===== src/hdl/dss_pkg.sv =====
// Shared constants, types and helpers for the loop status and hitless control block
package dss_pkg;
	localparam int CLK_KHZ = 100000;
	localparam int RESET_STATE_MS = 3;
	localparam int RESET_HOLD_CYC_DFLT = RESET_STATE_MS * CLK_KHZ;
	localparam int HOLD_W = 19;
	localparam int NUM_REF = 3;
	localparam int SYNC_W = 8;
	localparam int PER_W = 16;
	localparam int IRQ_W = 6;
	localparam logic [PER_W-1:0] PER_ONE = 16'h0001;
	localparam logic [PER_W-1:0] PER_MAX = 16'hffff;
	// Nominal 8 kHz reference period in master clock cycles
	localparam logic [PER_W-1:0] REF_NOM_PER = 16'h30d4;
	localparam logic [PER_W-1:0] TOL_APP0 = 16'h0010;
	localparam logic [PER_W-1:0] TOL_APP1 = 16'h0008;
	localparam logic [PER_W-1:0] TOL_APP2 = 16'h0004;
	localparam logic [PER_W-1:0] TOL_APP3 = 16'h0004;
	localparam logic [PER_W-1:0] JUMP_LIM = 16'h0003;
	localparam logic [2:0] LOCK_EDGES = 3'h4;
	localparam logic [2:0] LOCK_ONE = 3'h1;
	localparam logic [1:0] REF_A = 2'h0;
	localparam logic [1:0] REF_B = 2'h1;
	localparam logic [1:0] REF_C = 2'h2;
	localparam logic [1:0] REF_NONE = 2'h3;
	localparam logic [7:0] ADDR_CTRL = 8'h00;
	localparam logic [7:0] ADDR_STATUS = 8'h04;
	localparam logic [7:0] ADDR_IRQ_STAT = 8'h08;
	localparam logic [7:0] ADDR_IRQ_MASK = 8'h0c;
	localparam logic [7:0] ADDR_CORR = 8'h10;
	typedef enum logic [1:0] {
		MODE_NORMAL = 2'b00,
		MODE_HOLDOVER = 2'b01,
		MODE_FREERUN = 2'b10,
		MODE_AUTO = 2'b11
	} dss_mode_e;
	typedef enum logic [1:0] {
		ST_RESET = 2'b00,
		ST_FREERUN = 2'b01,
		ST_NORMAL = 2'b10,
		ST_HOLDOVER = 2'b11
	} dss_state_e;
	typedef struct packed {
		logic [19:0] rsvd;
		logic hiz;
		logic [1:0] app;
		logic [1:0] mode;
		logic [1:0] st;
		logic [2:0] fail;
		logic hold;
		logic lock;
	} dss_status_s;
	function automatic logic [PER_W-1:0] absdiff(input logic [PER_W-1:0] a, input logic [PER_W-1:0] b);
		absdiff = (a > b) ? a - b : b - a;
	endfunction
	function automatic logic [PER_W-1:0] prof_tol(input logic [1:0] app);
		case (app)
			2'b00: prof_tol = TOL_APP0;
			2'b01: prof_tol = TOL_APP1;
			2'b10: prof_tol = TOL_APP2;
			default: prof_tol = TOL_APP3;
		endcase
	endfunction
endpackage


===== src/hdl/dss_ref_if.sv =====
// Per-reference link between the loop controller and a reference monitor
`timescale 1ns/1ns
interface dss_ref_if;
	logic lvl;
	logic [1:0] app;
	logic fail;
	logic edge_p;
	modport mon (input lvl, input app, output fail, output edge_p);
	modport core (output lvl, output app, input fail, input edge_p);
endinterface


===== src/hdl/dss_dpll_ctrl.sv =====
// Loop state, lock/holdover/failure indicators, hitless corrector control, APB registers
//
// The register offsets and the APB interface to the registers were chosen for this implementation.
`timescale 1ns/1ns
module dss_dpll_ctrl #(
	parameter int RESET_HOLD_CYC = dss_pkg::RESET_HOLD_CYC_DFLT
) (
	input wire logic clk_i,
	input wire logic rstn_i,
	input wire logic [7:0] paddr_i,
	input wire logic psel_i,
	input wire logic penable_i,
	input wire logic pwrite_i,
	input wire logic [31:0] pwdata_i,
	output logic [31:0] prdata_o,
	output logic pready_o,
	output logic pslverr_o,
	input wire logic timing_input_a_i,
	input wire logic timing_input_b_i,
	input wire logic timing_input_c_i,
	input wire logic operating_mode_bit0_i,
	input wire logic operating_mode_bit1_i,
	input wire logic [1:0] application_profile_select_i,
	input wire logic hitless_switch_select_i,
	output logic lock_o,
	output logic holdover_o,
	output logic input_a_failure_flag_o,
	output logic input_b_failure_flag_o,
	output logic input_c_failure_flag_o,
	output logic clk_outputs_hiz_o,
	output logic irq_o
);
	import dss_pkg::*;

	localparam logic [HOLD_W-1:0] HOLD_LAST = HOLD_W'(RESET_HOLD_CYC - 1);

	logic [SYNC_W-1:0] sync1_r;
	logic [SYNC_W-1:0] sync2_r;
	logic [HOLD_W-1:0] hold_cnt_r;
	dss_state_e state_r;
	dss_state_e st_nxt;
	dss_state_e tgt_st;
	logic [1:0] ctrl_ref_r;
	logic [1:0] act_ref_r;
	logic remeas_r;
	logic [PER_W-1:0] phase_r;
	logic [PER_W-1:0] corr_r;
	logic [2:0] lock_cnt_r;
	logic [2:0] lock_cnt_nxt;
	logic lock_r;
	logic hold_r;
	logic hiz_r;
	logic [NUM_REF-1:0] fail_r;
	logic [IRQ_W-1:0] irq_stat_r;
	logic [IRQ_W-1:0] irq_mask_r;
	logic irq_r;
	logic pready_r;
	logic pslverr_r;
	logic [31:0] prdata_r;

	// Pins are asynchronous to the master clock
	wire [SYNC_W-1:0] pin_w = {timing_input_c_i, timing_input_b_i, timing_input_a_i,
		operating_mode_bit1_i, operating_mode_bit0_i, application_profile_select_i,
		hitless_switch_select_i};

	always_ff @(posedge clk_i or negedge rstn_i) begin
		if (!rstn_i) begin
			sync1_r <= '0;
			sync2_r <= '0;
		end else begin
			sync1_r <= pin_w;
			sync2_r <= sync1_r;
		end
	end

	wire hms_q = sync2_r[0];
	wire [1:0] app_q = sync2_r[2:1];
	wire [1:0] mode_bits = sync2_r[4:3];
	wire [NUM_REF-1:0] ref_q = sync2_r[7:5];
	wire dss_mode_e mode_q = dss_mode_e'(mode_bits);

	// Reference monitors
	wire [NUM_REF-1:0] fail_w;
	wire [NUM_REF-1:0] edge_w;
	dss_ref_if ref_if[NUM_REF] ();

	for (genvar g = 0; g < NUM_REF; g++) begin : g_mon
		assign ref_if[g].lvl = ref_q[g];
		assign ref_if[g].app = app_q;
		assign fail_w[g] = ref_if[g].fail;
		assign edge_w[g] = ref_if[g].edge_p;
		dss_ref_mon u_mon (
			.clk_i(clk_i),
			.rstn_i(rstn_i),
			.bus(ref_if[g].mon)
		);
	end

	// Padded so a two-bit index never leaves the vector
	wire [3:0] fail4 = {1'b1, fail_w};
	wire [3:0] edge4 = {1'b0, edge_w};

	// Reference choice
	wire [1:0] auto_ref = !fail_w[0] ? REF_A : !fail_w[1] ? REF_B : !fail_w[2] ? REF_C : REF_NONE;
	wire [1:0] norm_ref = (ctrl_ref_r == REF_NONE) ? REF_C : ctrl_ref_r;
	wire [1:0] tgt_ref = (mode_q == MODE_AUTO) ? auto_ref : norm_ref;
	wire tgt_ok = !fail4[tgt_ref];
	wire tracking = (state_r == ST_NORMAL) || (state_r == ST_HOLDOVER);
	wire hold_done = hold_cnt_r == HOLD_LAST;
	wire act_fail = fail4[act_ref_r];
	wire act_edge = edge4[act_ref_r];

	// Loop state from the mode code; a lost reference with history goes to holdover
	always_comb begin
		case (mode_q)
			MODE_FREERUN: tgt_st = ST_FREERUN;
			MODE_HOLDOVER: tgt_st = ST_HOLDOVER;
			MODE_NORMAL,
			MODE_AUTO: tgt_st = tgt_ok ? ST_NORMAL : (tracking ? ST_HOLDOVER : ST_FREERUN);
			default: tgt_st = ST_FREERUN;
		endcase
	end

	always_comb begin
		case (state_r)
			ST_RESET: st_nxt = hold_done ? tgt_st : ST_RESET;
			ST_FREERUN,
			ST_NORMAL,
			ST_HOLDOVER: st_nxt = tgt_st;
			default: st_nxt = ST_RESET;
		endcase
	end

	// Hitless handling on the return to normal
	wire from_idle = (state_r == ST_HOLDOVER) || (state_r == ST_FREERUN);
	wire enter_norm = from_idle && (st_nxt == ST_NORMAL);
	wire same_ref = tgt_ref == act_ref_r;
	wire keep_corr = enter_norm && same_ref && !hms_q;
	wire ref_change = (state_r == ST_NORMAL) && (st_nxt == ST_NORMAL) && !same_ref;
	// Any other entry to normal or reference swap measures afresh
	wire start_meas = (st_nxt == ST_NORMAL) && ((state_r != ST_NORMAL) || !same_ref) && !keep_corr;
	wire cap = remeas_r && act_edge && (state_r == ST_NORMAL);
	wire phase_wrap = phase_r == (REF_NOM_PER - PER_ONE);

	always_ff @(posedge clk_i or negedge rstn_i) begin
		if (!rstn_i) begin
			state_r <= ST_RESET;
			hold_cnt_r <= '0;
			act_ref_r <= REF_A;
		end else begin
			state_r <= st_nxt;
			hold_cnt_r <= (state_r == ST_RESET && !hold_done) ? hold_cnt_r + 1'b1 : hold_cnt_r;
			act_ref_r <= (st_nxt == ST_NORMAL) ? tgt_ref : act_ref_r;
		end
	end

	always_ff @(posedge clk_i or negedge rstn_i) begin
		if (!rstn_i) begin
			remeas_r <= 1'b0;
			corr_r <= '0;
			phase_r <= '0;
		end else begin
			remeas_r <= start_meas | (remeas_r & ~cap & ~keep_corr);
			corr_r <= cap ? phase_r : corr_r;
			phase_r <= phase_wrap ? '0 : phase_r + PER_ONE;
		end
	end

	// Lock needs a run of clean edges on the active reference
	always_comb begin
		if (st_nxt != ST_NORMAL || ref_change || act_fail)
			lock_cnt_nxt = '0;
		else if (act_edge && lock_cnt_r != LOCK_EDGES)
			lock_cnt_nxt = lock_cnt_r + LOCK_ONE;
		else
			lock_cnt_nxt = lock_cnt_r;
	end

	wire lock_nxt = (state_r == ST_NORMAL) && (lock_cnt_r == LOCK_EDGES) && !act_fail;
	wire hold_nxt = state_r == ST_HOLDOVER;

	always_ff @(posedge clk_i or negedge rstn_i) begin
		if (!rstn_i) begin
			lock_cnt_r <= '0;
			lock_r <= 1'b0;
			hold_r <= 1'b0;
			hiz_r <= 1'b1;
			fail_r <= '1;
		end else begin
			lock_cnt_r <= lock_cnt_nxt;
			lock_r <= lock_nxt;
			hold_r <= hold_nxt;
			hiz_r <= state_r == ST_RESET;
			fail_r <= fail_w;
		end
	end

	// Interrupt events: lock gained, lock lost, holdover entered, per-reference failure
	wire [IRQ_W-1:0] ev_w = {fail_w & ~fail_r, hold_nxt & ~hold_r, ~lock_nxt & lock_r, lock_nxt & ~lock_r};

	// APB slave, one wait state so every answer comes from a flip-flop
	wire acc = psel_i & penable_i;
	wire first = acc & ~pready_r;
	wire done = acc & pready_r;
	wire wr = done & pwrite_i;
	wire hit = (paddr_i == ADDR_CTRL) || (paddr_i == ADDR_STATUS) || (paddr_i == ADDR_IRQ_STAT) ||
		(paddr_i == ADDR_IRQ_MASK) || (paddr_i == ADDR_CORR);
	wire [IRQ_W-1:0] w1c = (wr && paddr_i == ADDR_IRQ_STAT) ? pwdata_i[IRQ_W-1:0] : '0;

	dss_status_s status_w;
	assign status_w = '{rsvd: '0, hiz: hiz_r, app: app_q, mode: mode_bits, st: state_r,
		fail: fail_r, hold: hold_r, lock: lock_r};

	wire [31:0] rd_w = (paddr_i == ADDR_CTRL) ? {30'h0, ctrl_ref_r} :
		(paddr_i == ADDR_STATUS) ? status_w :
		(paddr_i == ADDR_IRQ_STAT) ? {26'h0, irq_stat_r} :
		(paddr_i == ADDR_IRQ_MASK) ? {26'h0, irq_mask_r} :
		(paddr_i == ADDR_CORR) ? {16'h0, corr_r} : 32'h0;

	always_ff @(posedge clk_i or negedge rstn_i) begin
		if (!rstn_i) begin
			pready_r <= 1'b0;
			pslverr_r <= 1'b0;
			prdata_r <= '0;
		end else begin
			pready_r <= first;
			pslverr_r <= first & ~hit;
			prdata_r <= (first && !pwrite_i) ? rd_w : prdata_r;
		end
	end

	// A new event wins over a same-cycle clear
	always_ff @(posedge clk_i or negedge rstn_i) begin
		if (!rstn_i) begin
			ctrl_ref_r <= REF_A;
			irq_mask_r <= '0;
			irq_stat_r <= '0;
			irq_r <= 1'b0;
		end else begin
			ctrl_ref_r <= (wr && paddr_i == ADDR_CTRL) ? pwdata_i[1:0] : ctrl_ref_r;
			irq_mask_r <= (wr && paddr_i == ADDR_IRQ_MASK) ? pwdata_i[IRQ_W-1:0] : irq_mask_r;
			irq_stat_r <= ev_w | (irq_stat_r & ~w1c);
			irq_r <= |(irq_stat_r & irq_mask_r);
		end
	end

	assign prdata_o = prdata_r;
	assign pready_o = pready_r;
	assign pslverr_o = pslverr_r;
	assign lock_o = lock_r;
	assign holdover_o = hold_r;
	assign input_a_failure_flag_o = fail_r[0];
	assign input_b_failure_flag_o = fail_r[1];
	assign input_c_failure_flag_o = fail_r[2];
	assign clk_outputs_hiz_o = hiz_r;
	assign irq_o = irq_r;
endmodule


===== src/hdl/dss_ref_mon.sv =====
// Reference monitor: period range, abrupt change and loss checks
`timescale 1ns/1ns
module dss_ref_mon (
	input wire logic clk_i,
	input wire logic rstn_i,
	dss_ref_if.mon bus
);
	import dss_pkg::*;
	logic lvl_d_r;
	logic [PER_W-1:0] cnt_r;
	logic [PER_W-1:0] prev_r;
	logic seen_r;
	logic fail_r;
	logic edge_r;
	wire rise = bus.lvl & ~lvl_d_r;
	wire [PER_W-1:0] tol = prof_tol(bus.app);
	wire oor = absdiff(cnt_r, REF_NOM_PER) > tol;
	wire jump = seen_r & (absdiff(cnt_r, prev_r) > JUMP_LIM);
	wire stuck = cnt_r == PER_MAX;

	always_ff @(posedge clk_i or negedge rstn_i) begin
		if (!rstn_i) begin
			lvl_d_r <= 1'b0;
			cnt_r <= PER_ONE;
			prev_r <= REF_NOM_PER;
			seen_r <= 1'b0;
			edge_r <= 1'b0;
		end else begin
			lvl_d_r <= bus.lvl;
			cnt_r <= rise ? PER_ONE : (stuck ? cnt_r : cnt_r + PER_ONE);
			prev_r <= rise ? cnt_r : prev_r;
			seen_r <= seen_r | rise;
			edge_r <= rise;
		end
	end

	// Unproven after reset; a lost reference stays failed until a clean period
	always_ff @(posedge clk_i or negedge rstn_i) begin
		if (!rstn_i)
			fail_r <= 1'b1;
		else if (stuck)
			fail_r <= 1'b1;
		else if (rise && seen_r)
			fail_r <= oor | jump;
	end

	assign bus.fail = fail_r;
	assign bus.edge_p = edge_r;
endmodule

===== config.mk =====
export PLATFORM = sky130hd
export DESIGN_NAME = dss_dpll_ctrl
export DESIGN_NICKNAME = d
export VERILOG_FILES = /design/src/hdl/dss_pkg.sv /design/src/hdl/dss_ref_if.sv /design/src/hdl/dss_dpll_ctrl.sv /design/src/hdl/dss_ref_mon.sv
export SDC_FILE = /design/constraint.sdc
export NUM_CORES = 1
export LEC_CHECK = 0
export BUFFER_PORTS_ARGS = -buffer_cell sky130_fd_sc_hd__buf_2
export CAP_MARGIN = 30
export CELL_PAD_IN_SITES_DETAIL_PLACEMENT = 0
export CELL_PAD_IN_SITES_GLOBAL_PLACEMENT = 1
export CORE_ASPECT_RATIO = 2
export CORE_UTILIZATION = 32
export DETAILED_ROUTE_END_ITERATION = 10
export GPL_TIMING_DRIVEN = 0
export HOLD_SLACK_MARGIN = 0.03
export PLACE_DENSITY_LB_ADDON = 0.2
export SLEW_MARGIN = 25
export SYNTH_ARGS = -nofsm -noshare
export SYNTH_HDL_FRONTEND = slang
export SYNTH_HIERARCHICAL = 1
export SYNTH_SLANG_ARGS = --single-unit

===== constraint.sdc =====
create_clock -name clk_i -period 5.2 [get_ports clk_i]
set_input_delay 0.52 -clock clk_i [delete_from_list [all_inputs] [get_ports clk_i]]
set_output_delay 0.52 -clock clk_i [all_outputs]
set_load 0.01 [all_outputs]

# After elaboration in Yosys (flattened, before gate mapping)

Index checks and enable logic that the tools add are counted.

Add/subtract/negate cells: 18
Multiply operators: 0
Div/mod/pow operators: 0
$lt $le $gt $ge: 14
Eq/ne operators: 26
Shift-type cells: 0
Multiplexer cells: 44
Bitwise logic cells: 39
Reduce and logical (&&, ||, !) cells: 46

Operators by type and width:

| kind                                                            | number |
|---|---|
| 2-to-1 mux 16 bit                                               | 18 |
| subtractor 16 bit                                               | 6 |
| adder 16 x 1 -> 16 bit, second input constant                   | 4 |
| greater-than comparator 16 bit                                  | 4 |
| == test 16 bit, second input constant                           | 3 |
| greater-than comparator 16 x 14 -> 1 bit, second input constant | 3 |
| greater-than comparator 16 x 2 -> 1 bit, second input constant  | 3 |
| subtractor 14 x 16 -> 16 bit, first input constant              | 3 |
| subtractor 16 x 14 -> 16 bit, second input constant             | 3 |
| greater-than comparator 16 x 5 -> 1 bit                         | 2 |
| logical AND 1 bit                                               | 20 |
| adder 19 x 1 -> 19 bit, second input constant                   | 1 |
| == test 19 bit, second input constant                           | 1 |
| bitwise AND 1 bit                                               | 16 |
| == test 16 x 14 -> 1 bit, second input constant                 | 1 |
| == test 8 x 4 -> 1 bit, second input constant                   | 2 |
| 2-to-1 mux 2 bit                                                | 7 |
| bitwise AND 6 bit                                               | 2 |
| == test 2 bit, second input constant                            | 6 |
| 2-to-1 mux 1 bit                                                | 10 |
| NOT 1 bit                                                       | 10 |
| one-hot mux 5 bit (2 select lines)                              | 1 |
| logical OR 1 bit                                                | 9 |
| == test 8 x 3 -> 1 bit, second input constant                   | 1 |
| other kinds (26)                                                | 51 |

Bits in registers: 238
Bits in latches: 0
Bits in writable memories: 0
ROM bits: 0
Input port bits: 53
Output and inout port bits: 41
Logic and storage cells: 225
Memories kept: 0

# Depth between registers and ports, before layout

Gate-level depths: netlist of run 1.

Depth in word-level cells: 17
Mapped depth: 18
Gate-level depth less buffers: 17

# Hierarchy

The synthesis of run 1 kept the hierarchy.

Modules (own cells, without submodules):

| module                            | instances | cells an instance | area an instance (um^2) | sequential area each (um^2) |
|---|---|---|---|---|
| dss_ref_mon at g_mon[1].u_mon ... | 2         | 509               | 3977.6                  | 910.9 |
| dss_dpll_ctrl                     | 1         | 460               | 5116.2                  | 2857.7 |
| dss_ref_mon at g_mon[0].u_mon     | 1         | 491               | 3870.0                  | 910.9 |

# Least setup slack after synthesis of run 1

Ideal clock, no wire load.

Kind: reg-to-reg
Start: register g_mon[1].u_mon.cnt_r[2]
End: register g_mon[1].u_mon.fail_r
Library setup time: 0.092 ns
Arrival: 3.806 ns
Setup slack: 1.302 ns
Cell stages (with the launch flop): 19
Path buffers: 1
Period minus slack after synthesis: 3.898 ns
Path through: dfrtp_1 > inv_1 > ha_1 > and2b_2 > a21o_1 > a31o_1 > buf_2 > nor2_1 > a21oi_1 > ha_1 > nor2b_1 > o21a_1 > o21ai_0 > nand4_1 > a211oi_1 > nand4_1 > or4_4 > a2111oi_4 > a31oi_1

Cells in the longest elaborated chain, start to end: 7
Elaborated cells between the ends (all ways): 16
Those cells by class: 4 x add/sub; 4 x order compare; 1 x eq/ne; 4 x mux; 2 x bitwise; 1 x reduce/logical

RTL lines:

| element                                                             | line              | source |
|---|---|---|
| start, declared                                                     | dss_ref_mon.sv:10 | `logic [PER_W-1:0] cnt_r;` |
| start signal, assigned                                              | dss_ref_mon.sv:30 | `cnt_r <= rise ? PER_ONE : (stuck ? cnt_r : cnt_r + PER_ONE);` |
| subtractor 16 bit or greater-than comparator 16 bit (tied branches) | dss_pkg.sv:54     | `absdiff = (a > b) ? a - b : b - a;` |
| 2-to-1 mux 16 bit                                                   | dss_pkg.sv:54     |  |
| greater-than comparator 16 x 2 -> 1 bit                             | dss_ref_mon.sv:18 | `wire jump = seen_r & (absdiff(cnt_r, prev_r) > JUMP_LIM);` |
| bitwise AND 1 bit                                                   | dss_ref_mon.sv:18 |  |
| OR 1 bit                                                            | dss_ref_mon.sv:44 | `fail_r <= oor \| jump;` |
| 2-to-1 mux 1 bit                                                    | dss_ref_mon.sv:43 | `else if (rise && seen_r)` |
| 2-to-1 mux 1 bit                                                    | dss_ref_mon.sv:41 | `else if (stuck)` |
| end signal, assigned                                                | dss_ref_mon.sv:44 |  |
| end, declared                                                       | dss_ref_mon.sv:13 | `logic fail_r;` |

Several ways; a longest one is shown, not always the timed one. The select of a mux whose other input is x is not followed.
A chain may end at the register's enable or synchronous reset.

# Worst setup path in the final report of run 1

Start: register g_mon[2].u_mon.cnt_r[2]
End: register g_mon[2].u_mon.fail_r

Cells in the longest elaborated chain, start to end: 7
Elaborated cells between the ends (all ways): 16
Those cells by class: 4 x add/sub; 4 x order compare; 1 x eq/ne; 4 x mux; 2 x bitwise; 1 x reduce/logical

RTL lines:

| element                                                             | line |
|---|---|
| start, declared                                                     | dss_ref_mon.sv:10 |
| start signal, assigned                                              | dss_ref_mon.sv:30 |
| subtractor 16 bit or greater-than comparator 16 bit (tied branches) | dss_pkg.sv:54 |
| 2-to-1 mux 16 bit                                                   | dss_pkg.sv:54 |
| greater-than comparator 16 x 2 -> 1 bit                             | dss_ref_mon.sv:18 |
| bitwise AND 1 bit                                                   | dss_ref_mon.sv:18 |
| OR 1 bit                                                            | dss_ref_mon.sv:44 |
| 2-to-1 mux 1 bit                                                    | dss_ref_mon.sv:43 |
| 2-to-1 mux 1 bit                                                    | dss_ref_mon.sv:41 |
| end signal, assigned                                                | dss_ref_mon.sv:44 |
| end, declared                                                       | dss_ref_mon.sv:13 |

Several ways; a longest one is shown, not always the timed one. The select of a mux whose other input is x is not followed.

==> results.ini, run 1 <==
[timing]
fin_ws_ps = 307
fin_hold_ws_ps = 59.0
setup_viol = 0
slew_headroom = 0.425
min_period_over_period = 0.941
report.final.slew_viol_count = 0
hold_violations = 0
rsz0062_at_grt = false
worstMarginPinSlew_ps = 841
fin_skew_ps = 17.9
fin_setup_tns_ps = 0
period_minus_slack_ps = 4890
fmax_ghz = 0.204

[cts]
clk_latency_ps = 560
clock-root-buffer = clkbuf_16
cts.sinks = 222
htree_levels = 1
cts_tree = done
cts.path.max_buffers = 3
cts_buffers = 25
clkTransAtPathRegs_ps = 70

[placement]
preCtsSetupSlack_ps = 107
port_buffers = 51
gp_congestion = 0.959
dp_hpwl_mm = 44.9
dp.cells = 2699

[worst_setup_path]
cp-startpoint = g_mon[2].u_mon/cnt_r[2]
reg2reg_depth = 18
crit_required_ps = 5660
endpoint_kind = flip-flop
cp-endpoint = g_mon[2].u_mon/bus.fail
cp_data_arrival_time_ps = 5350
critical_path_class = flip-flop to flip-flop
r2r-start = g_mon[2].u_mon/cnt_r[2]
critPathLaunchType = flip-flop
slowest_delay_ps = 570
reg2reg_slack_ps = 310
r2r_end = g_mon[2].u_mon/bus.fail
slowest_stage = or4_4
path_cells = inv_1 -> ha_1 -> and2b_2 -> a21o_1 -> a31o_1 -> buf_2 -> nor2_1 -> a21oi_1 -> ha_1 -> nor2b_1 -> o21a_1 -> o21ai_1 -> nand4_1 -> a211oi_1 -> nand4_1 -> or4_4 -> a2111oi_4 -> a31oi_1
path_max_fanout = 10

[drt]
wire_per_inst_um = 20.5
drt_first_pass_iters = 6
drc = 0
drt-total-wl_mm = 56.3
via_per_inst = 5.42
drtIter0Drc = 691
routed-via-count = 14900
antenna_left = 0

[synth]
synth_ff_type = dfrtp_1
synthTopCellsByArea = dfrtp_1 29%, ha_1 9.4%, xnor2_1 5.5%
syn_area_sq_um = 16900
synth_top_area_share = 0.287
yosysSeqAreaShare = 0.330
synth.largest_area_cell = dfrtp_1
synth-seq-cells = 222
yosysWarnings = 6
synth-edff-count = 0
async_flop_share = 1.00
synth_cells = 1969
synth_cell_type_count = 101
avgSynthCellArea_sq_um = 8.60

[cells_and_area]
syn_to_final_growth_pct = 12.3
fin_nets = 2253
final_cell_mix = 194 x dfrtp_1, 190 x nand2_1, 133 x inv_1
final_common_cell = dfrtp_1
drive_above_1_share = 0.118
layout.cells.non_filler = 2748

[floorplan]
die-width_um = 165
fp.dieH_um = 327
fp-row-count = 118
dieArea_sq_um = 53900
ios = 94
start_util = 0.326
core_region_area_sq_um = 52000

[global_routing]
grt_pass1_wl_mm = 86.9
antenna_found_initial = 2
grt_pass1_vias = 15300
grt_usage = 0.210
grt_overflow = 0
grt_max_degree = 92

[pwr]
finalPower_mw = 7.70
p_leak_nw = 8.28
peakVddDrop_v = 0.000243
powerDensity_nw_per_um2 = 405

[job]
drv_cap = 0

[min_path]
hold_class = primary input to flip-flop

[outcome]
outcome = completed

## worst min path at each step
stage / start / endpoint / slack [ps] / cells after the start
floorplan: rstn_i / act_ref_r[0] / 220 / 0
global placement: sync1_r[6] / sync2_r[6] / 340 / 0
detailed placement: sync1_r[1] / sync2_r[1] / 340 / 0
CTS: hitless_switch_select_i / sync1_r[0] / 30 / 1
global route: hitless_switch_select_i / sync1_r[0] / 40 / 1
finish: hitless_switch_select_i / sync1_r[0] / 60 / 1
## cell type report
| cell class | count | area (sq um) |
|---|---|---|
| inverters | 134 | 503 |
| repair buffers | 56 | 339 |
| clock inverters | 11 | 128 |
| fillers | 5410 | 32900 |
| flip-flops and latches | 222 | 5590 |
| multi-input cells | 1514 | 10400 |
| clock buffers | 35 | 703 |
| well taps | 660 | 826 |
| plain buffers | 114 | 571 |
| diodes | 2 | 5.00 |
## layer usage
layer / vias up / global-route usage / part of all wire
li1: 7207 / - / -
met1: 7247 / 0.193 / 0.34
met2: 296 / 0.432 / 0.58
met3: 131 / 0.0163 / 0.022
met4: 0 / 0.118 / 0.056
met5: - / 0 / 0
## state kept, by name, indices dropped and copies added (netlist names), 2 cells and up
register	count
irq_mask_r	6
hold_cnt_r	19
g_mon.u_mon/lvl_d_r	3
g_mon.u_mon/bus.edge_p	3
ctrl_ref_r	2
sync1_r	8
g_mon.u_mon/cnt_r	48
state_r	2
lock_cnt_r	3
irq_stat_r	6
g_mon.u_mon/bus.fail	3
prdata_o	16
sync2_r	8
phase_r	16
g_mon.u_mon/seen_r	3
corr_r	16
fail_r	3
act_ref_r	2
g_mon.u_mon/prev_r	48
## report_power, final
group | internal [mW] | leakage (nW) | switching, mW
Combinational | 1.60 | 5.01 | 2.31
Clock | 1.05 | 0.414 | 0.778
Sequential | 1.82 | 2.86 | 0.139
Total | 4.47 | 8.28 | 3.23
## per-stage QoR
step           cell area [sq um]   util
2_1_floorplan              17000      -
3_3_place_gp               18100  0.348
3_5_place_dp               18200  0.350
4_1_cts                    19000  0.366
5_1_grt                    19000  0.366
6_report                   19000  0.366
## synth_stat cells, drive strengths merged (14+ instances only)
cell and number:
nor4 26, or2 14, nand2 192, o21ai 139, nor2 129, ha 127
inv 133, xor2 27, a21o 37, a31oi 43, nor3 48, nor2b 32
nand2b 14, a211oi 27, a21oi 118, a22oi 14, mux2i 15, nand3 60
mux2 30, buf 44, dfstp 28, and3 17, and2 14, nand4 43
xnor2 106, dfrtp 194, clkbuf 70, or4 14
## cell families (layout without fill, tap and decap cells)
group / after synthesis / after routing / synth area share
other: 1 / 18 / 0.000221
AND/OR/NAND/NOR: 662 / 662 / 0.201
multiplexers: 45 / 45 / 0.0290
XOR/XNOR: 133 / 133 / 0.0688
AO/OA/AOI/OAI: 525 / 525 / 0.207
buffers and inverters: 248 / 350 / 0.0634
adder cells (fa/ha/maj): 133 / 133 / 0.101
flip-flops: 222 / 222 / 0.330
## what timing repair did
item | in CTS | in global routing
setup endpoints to repair | 0 | 1
gates resized for setup | 0 | 1
hold buffers | 1 | 0
buffers inserted | 0 | 0
hold endpoints to repair | 58 | 0
## worst max-delay path: cells and delay by family, from the launching register on
family	cells	cell delay, ps
AOI/OAI and AO/OA	8	1900
and+or+nand+nor	6	1340
adders and majority gates	2	520
buffers and inverters	2	480
DFF	1	530
(Power assumes the default switching activity.)
==> run 2: changes to the inputs <==
BUFFER_PORTS_ARGS = -buffer_cell sky130_fd_sc_hd__buf_4   (was -buffer_cell sky130_fd_sc_hd__buf_2)
SKIP_CTS_REPAIR_TIMING = 1   (was not set)
==> run 2 against run 1 <==
Via count grew 0.19%. Total power grew 4.1%. Register-to-register slack lost 90 ps. Hold slack lost 3.7 ps. Maximum frequency shrank 1.9%. Combinational power is essentially flat. Flip-flop and latch count is the same. Sequential share of layout area shrank 0.41 points. Clock power grew 15%. Cell count is essentially flat. Critical path type unchanged. Critical endpoint unchanged.
==> results.ini, run 2 (synthesis results as in run 1) <==
[cts]
clkTransAtPathRegs_ps = 70
clock-root-buffer = clkbuf_16
cts_tree = done
cts_buffers = 25
cts.sinks = 222
htree_levels = 1
clk_latency_ps = 570
cts.path.max_buffers = 3

[min_path]
hold_class = primary input to flip-flop

[global_routing]
grt_pass1_wl_mm = 87.9
grt_pass1_vias = 15400
grt_overflow = 0
grt_usage = 0.212
antenna_found_initial = 1
grt_max_degree = 87

[floorplan]
die-width_um = 165
core_region_area_sq_um = 52000
dieArea_sq_um = 53900
fp-row-count = 118
fp.dieH_um = 327
start_util = 0.326
ios = 94

[timing]
period_minus_slack_ps = 4990
setup_viol = 0
worstMarginPinSlew_ps = 1010
report.final.slew_viol_count = 0
fin_ws_ps = 214
min_period_over_period = 0.959
fin_skew_ps = 18.8
slew_headroom = 0.309
fin_setup_tns_ps = 0
hold_violations = 0
rsz0062_at_grt = false
fmax_ghz = 0.201

[worst_setup_path]
slowest_stage = or4_4
crit_required_ps = 5680
endpoint_kind = flip-flop
path_max_fanout = 10
critPathLaunchType = flip-flop
critical_path_class = flip-flop to flip-flop
path_cells = inv_1 -> ha_1 -> and2b_2 -> a21o_1 -> a31o_1 -> buf_2 -> nor2_1 -> a21oi_1 -> ha_1 -> nor2b_1 -> o21a_1 -> o21ai_1 -> nand4_1 -> a211oi_1 -> nand4_1 -> or4_4 -> a2111oi_4 -> a31oi_1
slowest_delay_ps = 570
cp_top_family = compound AO/OA/AOI/OAI gates
cp_data_arrival_time_ps = 5470
crit_buf_inv = 2

[pwr]
peakVddDrop_v = 0.000340
finalPower_mw = 8.01
powerDensity_nw_per_um2 = 415
p_leak_nw = 8.37

[cells_and_area]
drive_above_1_share = 0.121
reg_top3 = g_mon.u_mon/cnt_r (48), g_mon.u_mon/prev_r (48), hold_cnt_r (19)
stdcell_area_sq_um = 19300
syn_to_final_growth_pct = 13.9
final_cell_mix = 194 x dfrtp_1, 190 x nand2_1, 133 x inv_1
layout.cells.non_filler = 2746
final_common_cell = dfrtp_1
fin_nets = 2252

[drt]
drt_first_pass_iters = 5
wire_per_inst_um = 20.6
drc = 0
via_per_inst = 5.43
drt-total-wl_mm = 56.6
drtIter0Drc = 769
antenna_left = 0
routed-via-count = 14900

[job]
drv_cap = 0

[placement]
preCtsSetupSlack_ps = 81.7
dp_hpwl_mm = 44.8
port_buffers = 51
dp.cells = 2698
place_area_sq_um = 18300
gp_congestion = 0.936

[outcome]
outcome = completed

-- run 2: where the power goes --
group          leakage [nW]  switching (mW)  internal (mW)
registers              2.86           0.139           1.82
logic                  5.03            2.34           1.61
clock network         0.473           0.809           1.30
-- run 2: path summary, 6_finish.rpt --
path / startpoint / end / slack, ps / cells past startpoint
max reg2reg: g_mon[2].u_mon/cnt_r[2] / g_mon[2].u_mon/bus.fail / 210 / 18
max: g_mon[2].u_mon/cnt_r[2] / g_mon[2].u_mon/bus.fail / 210 / 18
min in group asynchronous: rstn_i / g_mon[1].u_mon/prev_r[10] / 470 / 2
min reg2reg: sync1_r[6] / sync2_r[6] / 360 / 0
max in group asynchronous: rstn_i / corr_r[13] / 3850 / 3
min: hitless_switch_select_i / sync1_r[0] / 60 / 1
-- run 2: area by class of cell --
class                   count  area, sq um
fillers                  5342        32700
multi-input cells        1514        10400
flip-flops and latches    222         5590
plain buffers             114          571
repair buffers             55          460
diodes                      1         2.50
well taps                 660          826
clock inverters            13          241
inverters                 134          503
clock buffers              33          736
-- run 2: through the flow --
step                hold slack, ps   util
finish                        55.2  0.371
global route                  36.6  0.371
CTS                           -111  0.371
detailed placement             338  0.352
global placement               338  0.350
floorplan                      224      -
-- run 2: per-layer routing --
layer	vias to the layer above	GRT usage	share of wire
met2	291	0.433	0.58
met4	0	0.119	0.057
met3	141	0.0184	0.023
li1	7207	-	-
met1	7271	0.196	0.34
met5	-	0	0
==> run 3: changes to the inputs <==
HOLD_SLACK_MARGIN = 0.06   (was 0.03)
==> run 3 against run 2 <==
Global-route usage is the same. Sequential power is essentially flat. Clock power is essentially flat. Die area is the same. Routed wire length shrank 0.18%. Total power is essentially flat. First-iteration DRC count shrank 2.2%. Clock skew grew 1.5 ps. Combinational power is essentially flat.
==> results.ini, run 3 (synthesis results as in run 1) <==
[worst_setup_path]
endpoint_kind = flip-flop
reg2reg_depth = 18
crit_buf_inv = 2
slowest_stage = or4_4
cp_data_arrival_time_ps = 5460
reg2reg_slack_ps = 220
cp_top_family = compound AO/OA/AOI/OAI gates
r2r-start = g_mon[2].u_mon/cnt_r[2]
crit_required_ps = 5680
r2r_end = g_mon[2].u_mon/bus.fail
path_cells = inv_1 -> ha_1 -> and2b_2 -> a21o_1 -> a31o_1 -> buf_2 -> nor2_1 -> a21oi_1 -> ha_1 -> nor2b_1 -> o21a_1 -> o21ai_1 -> nand4_1 -> a211oi_1 -> nand4_1 -> or4_4 -> a2111oi_4 -> a31oi_1
slowest_delay_ps = 570
critical_path_class = flip-flop to flip-flop
critPathLaunchType = flip-flop
path_max_fanout = 10

[global_routing]
grt_usage = 0.212
grt_pass1_vias = 15400
grt_max_degree = 87
grt_pass1_wl_mm = 87.9
grt_overflow = 0
antenna_found_initial = 0

[timing]
period_minus_slack_ps = 4980
hold_violations = 0
fmax_ghz = 0.201
worstMarginPinSlew_ps = 998
report.final.slew_viol_count = 0
slew_headroom = 0.318
fin_setup_tns_ps = 0
setup_viol = 0
min_period_over_period = 0.958
fin_skew_ps = 20.4
rsz0062_at_grt = false

[drt]
drt-total-wl_mm = 56.5
drc = 0
routed-via-count = 14900
drt_first_pass_iters = 5
wire_per_inst_um = 20.5
antenna_left = 0
via_per_inst = 5.41
drtIter0Drc = 752

[cells_and_area]
fin_nets = 2258
num_antenna_cells = 0
multi_input_area_sq_um = 10400
reg_top3 = g_mon.u_mon/cnt_r (48), g_mon.u_mon/prev_r (48), hold_cnt_r (19)
drive_above_1_share = 0.121
regArea_sq_um = 5590
syn_to_final_growth_pct = 14.3
final_common_cell = dfrtp_1
fillers = 5337
layout.cells.non_filler = 2751
final_cell_mix = 194 x dfrtp_1, 190 x nand2_1, 133 x inv_1

[pwr]
p_sw_mw = 3.28
p_int_mw = 4.73
p_leak_nw = 8.40
p_clk_frac = 0.263
powerDensity_nw_per_um2 = 414
peakVddDrop_v = 0.000338
swShare = 0.409
power_frac_comb = 0.492
power_frac_seq = 0.245

[placement]
port_buffers = 51
dp.cells = 2698
dp_hpwl_mm = 44.8
gp_congestion = 0.936

[min_path]
holdPathEnd = sync1_r[4]
hold_class = primary input to flip-flop
hold_depth = 1
hold_start = operating_mode_bit1_i

[floorplan]
ios = 94
fp-row-count = 118
dieArea_sq_um = 53900
die-width_um = 165
start_util = 0.326
core_region_area_sq_um = 52000
fp.dieH_um = 327

[outcome]
outcome = completed

[cts]
clkTransAtPathRegs_ps = 70
htree_levels = 1
cts.sinks = 222
clk_latency_ps = 570
cts_tree = done
clock-root-buffer = clkbuf_16
cts_buffers = 25
cts.path.max_buffers = 3

[job]
drv_cap = 0

[run 3: cell count changes in the layout (fill, tap and decap cells not counted), sizes merged]
cell | before | now
diode | 1 | 0
dlygate4sd3 | 1 | 7
[run 3: worst max path at each step]
stage	start	to	slack (ps)	cells after the start
floorplan	g_mon[1].u_mon/cnt_r[2]	g_mon[1].u_mon/bus.fail	1300	18
global route	g_mon[2].u_mon/cnt_r[2]	g_mon[2].u_mon/bus.fail	50	18
CTS	g_mon[2].u_mon/cnt_r[2]	g_mon[2].u_mon/bus.fail	70	18
global placement	g_mon[2].u_mon/cnt_r[2]	g_mon[2].u_mon/bus.fail	130	18
finish	g_mon[2].u_mon/cnt_r[2]	g_mon[2].u_mon/bus.fail	220	18
detailed placement	g_mon[2].u_mon/cnt_r[2]	g_mon[2].u_mon/bus.fail	80	18
[run 3: worst register-to-register path: cells and delay by family (launching register included)]
family,cells,cell delay [ps]
compound gates,8,1990
simple gates,6,1370
fa+ha+maj,2,540
flops,1,520
buf+inv,2,480
[run 3: area by class of cell]
cell class                      count  share of cell area
Sequential cell                   222               0.289
Inverter                          134              0.0260
Timing Repair Buffer               61              0.0269
Multi-Input combinational cell   1514               0.536
Tap cell                          660              0.0427
Clock inverter                     13              0.0125
Clock buffer                       33              0.0380
Buffer                            114              0.0295
[run 3: power groups by stage]
stage / sequential (mW) / combinational, mW / clock [mW]
2_1_floorplan: 1.94 / 2.83 / 0
3_3_place_gp: 1.99 / 3.84 / 0
3_5_place_dp: 2.00 / 3.88 / 0
4_1_cts: 1.96 / 3.90 / 2.18
5_1_grt: 1.98 / 4.31 / 2.24
6_report: 1.96 / 3.94 / 2.11
[run 3: metrics by stage]
stage                     utilization  total power [mW]  cell area, sq um  hold WS, ps  setup WS [ps]
after global placement          0.350              5.83             18200          338            128
after CTS                       0.371              8.04             19300         -111           75.0
final                           0.372              8.01             19400         91.5            218
after detailed placement        0.352              5.87             18300          338           81.7
after global routing            0.372              8.53             19400         61.5           47.4
after floorplan                     -              4.77             17000          224           1300
[run 3: metal layers]
metal | wire, um | track usage
met1 | 19100 | 0.196
met2 | 32900 | 0.433
met3 | 1320 | 0.0184
met4 | 3210 | 0.119
met5 | 0 | 0
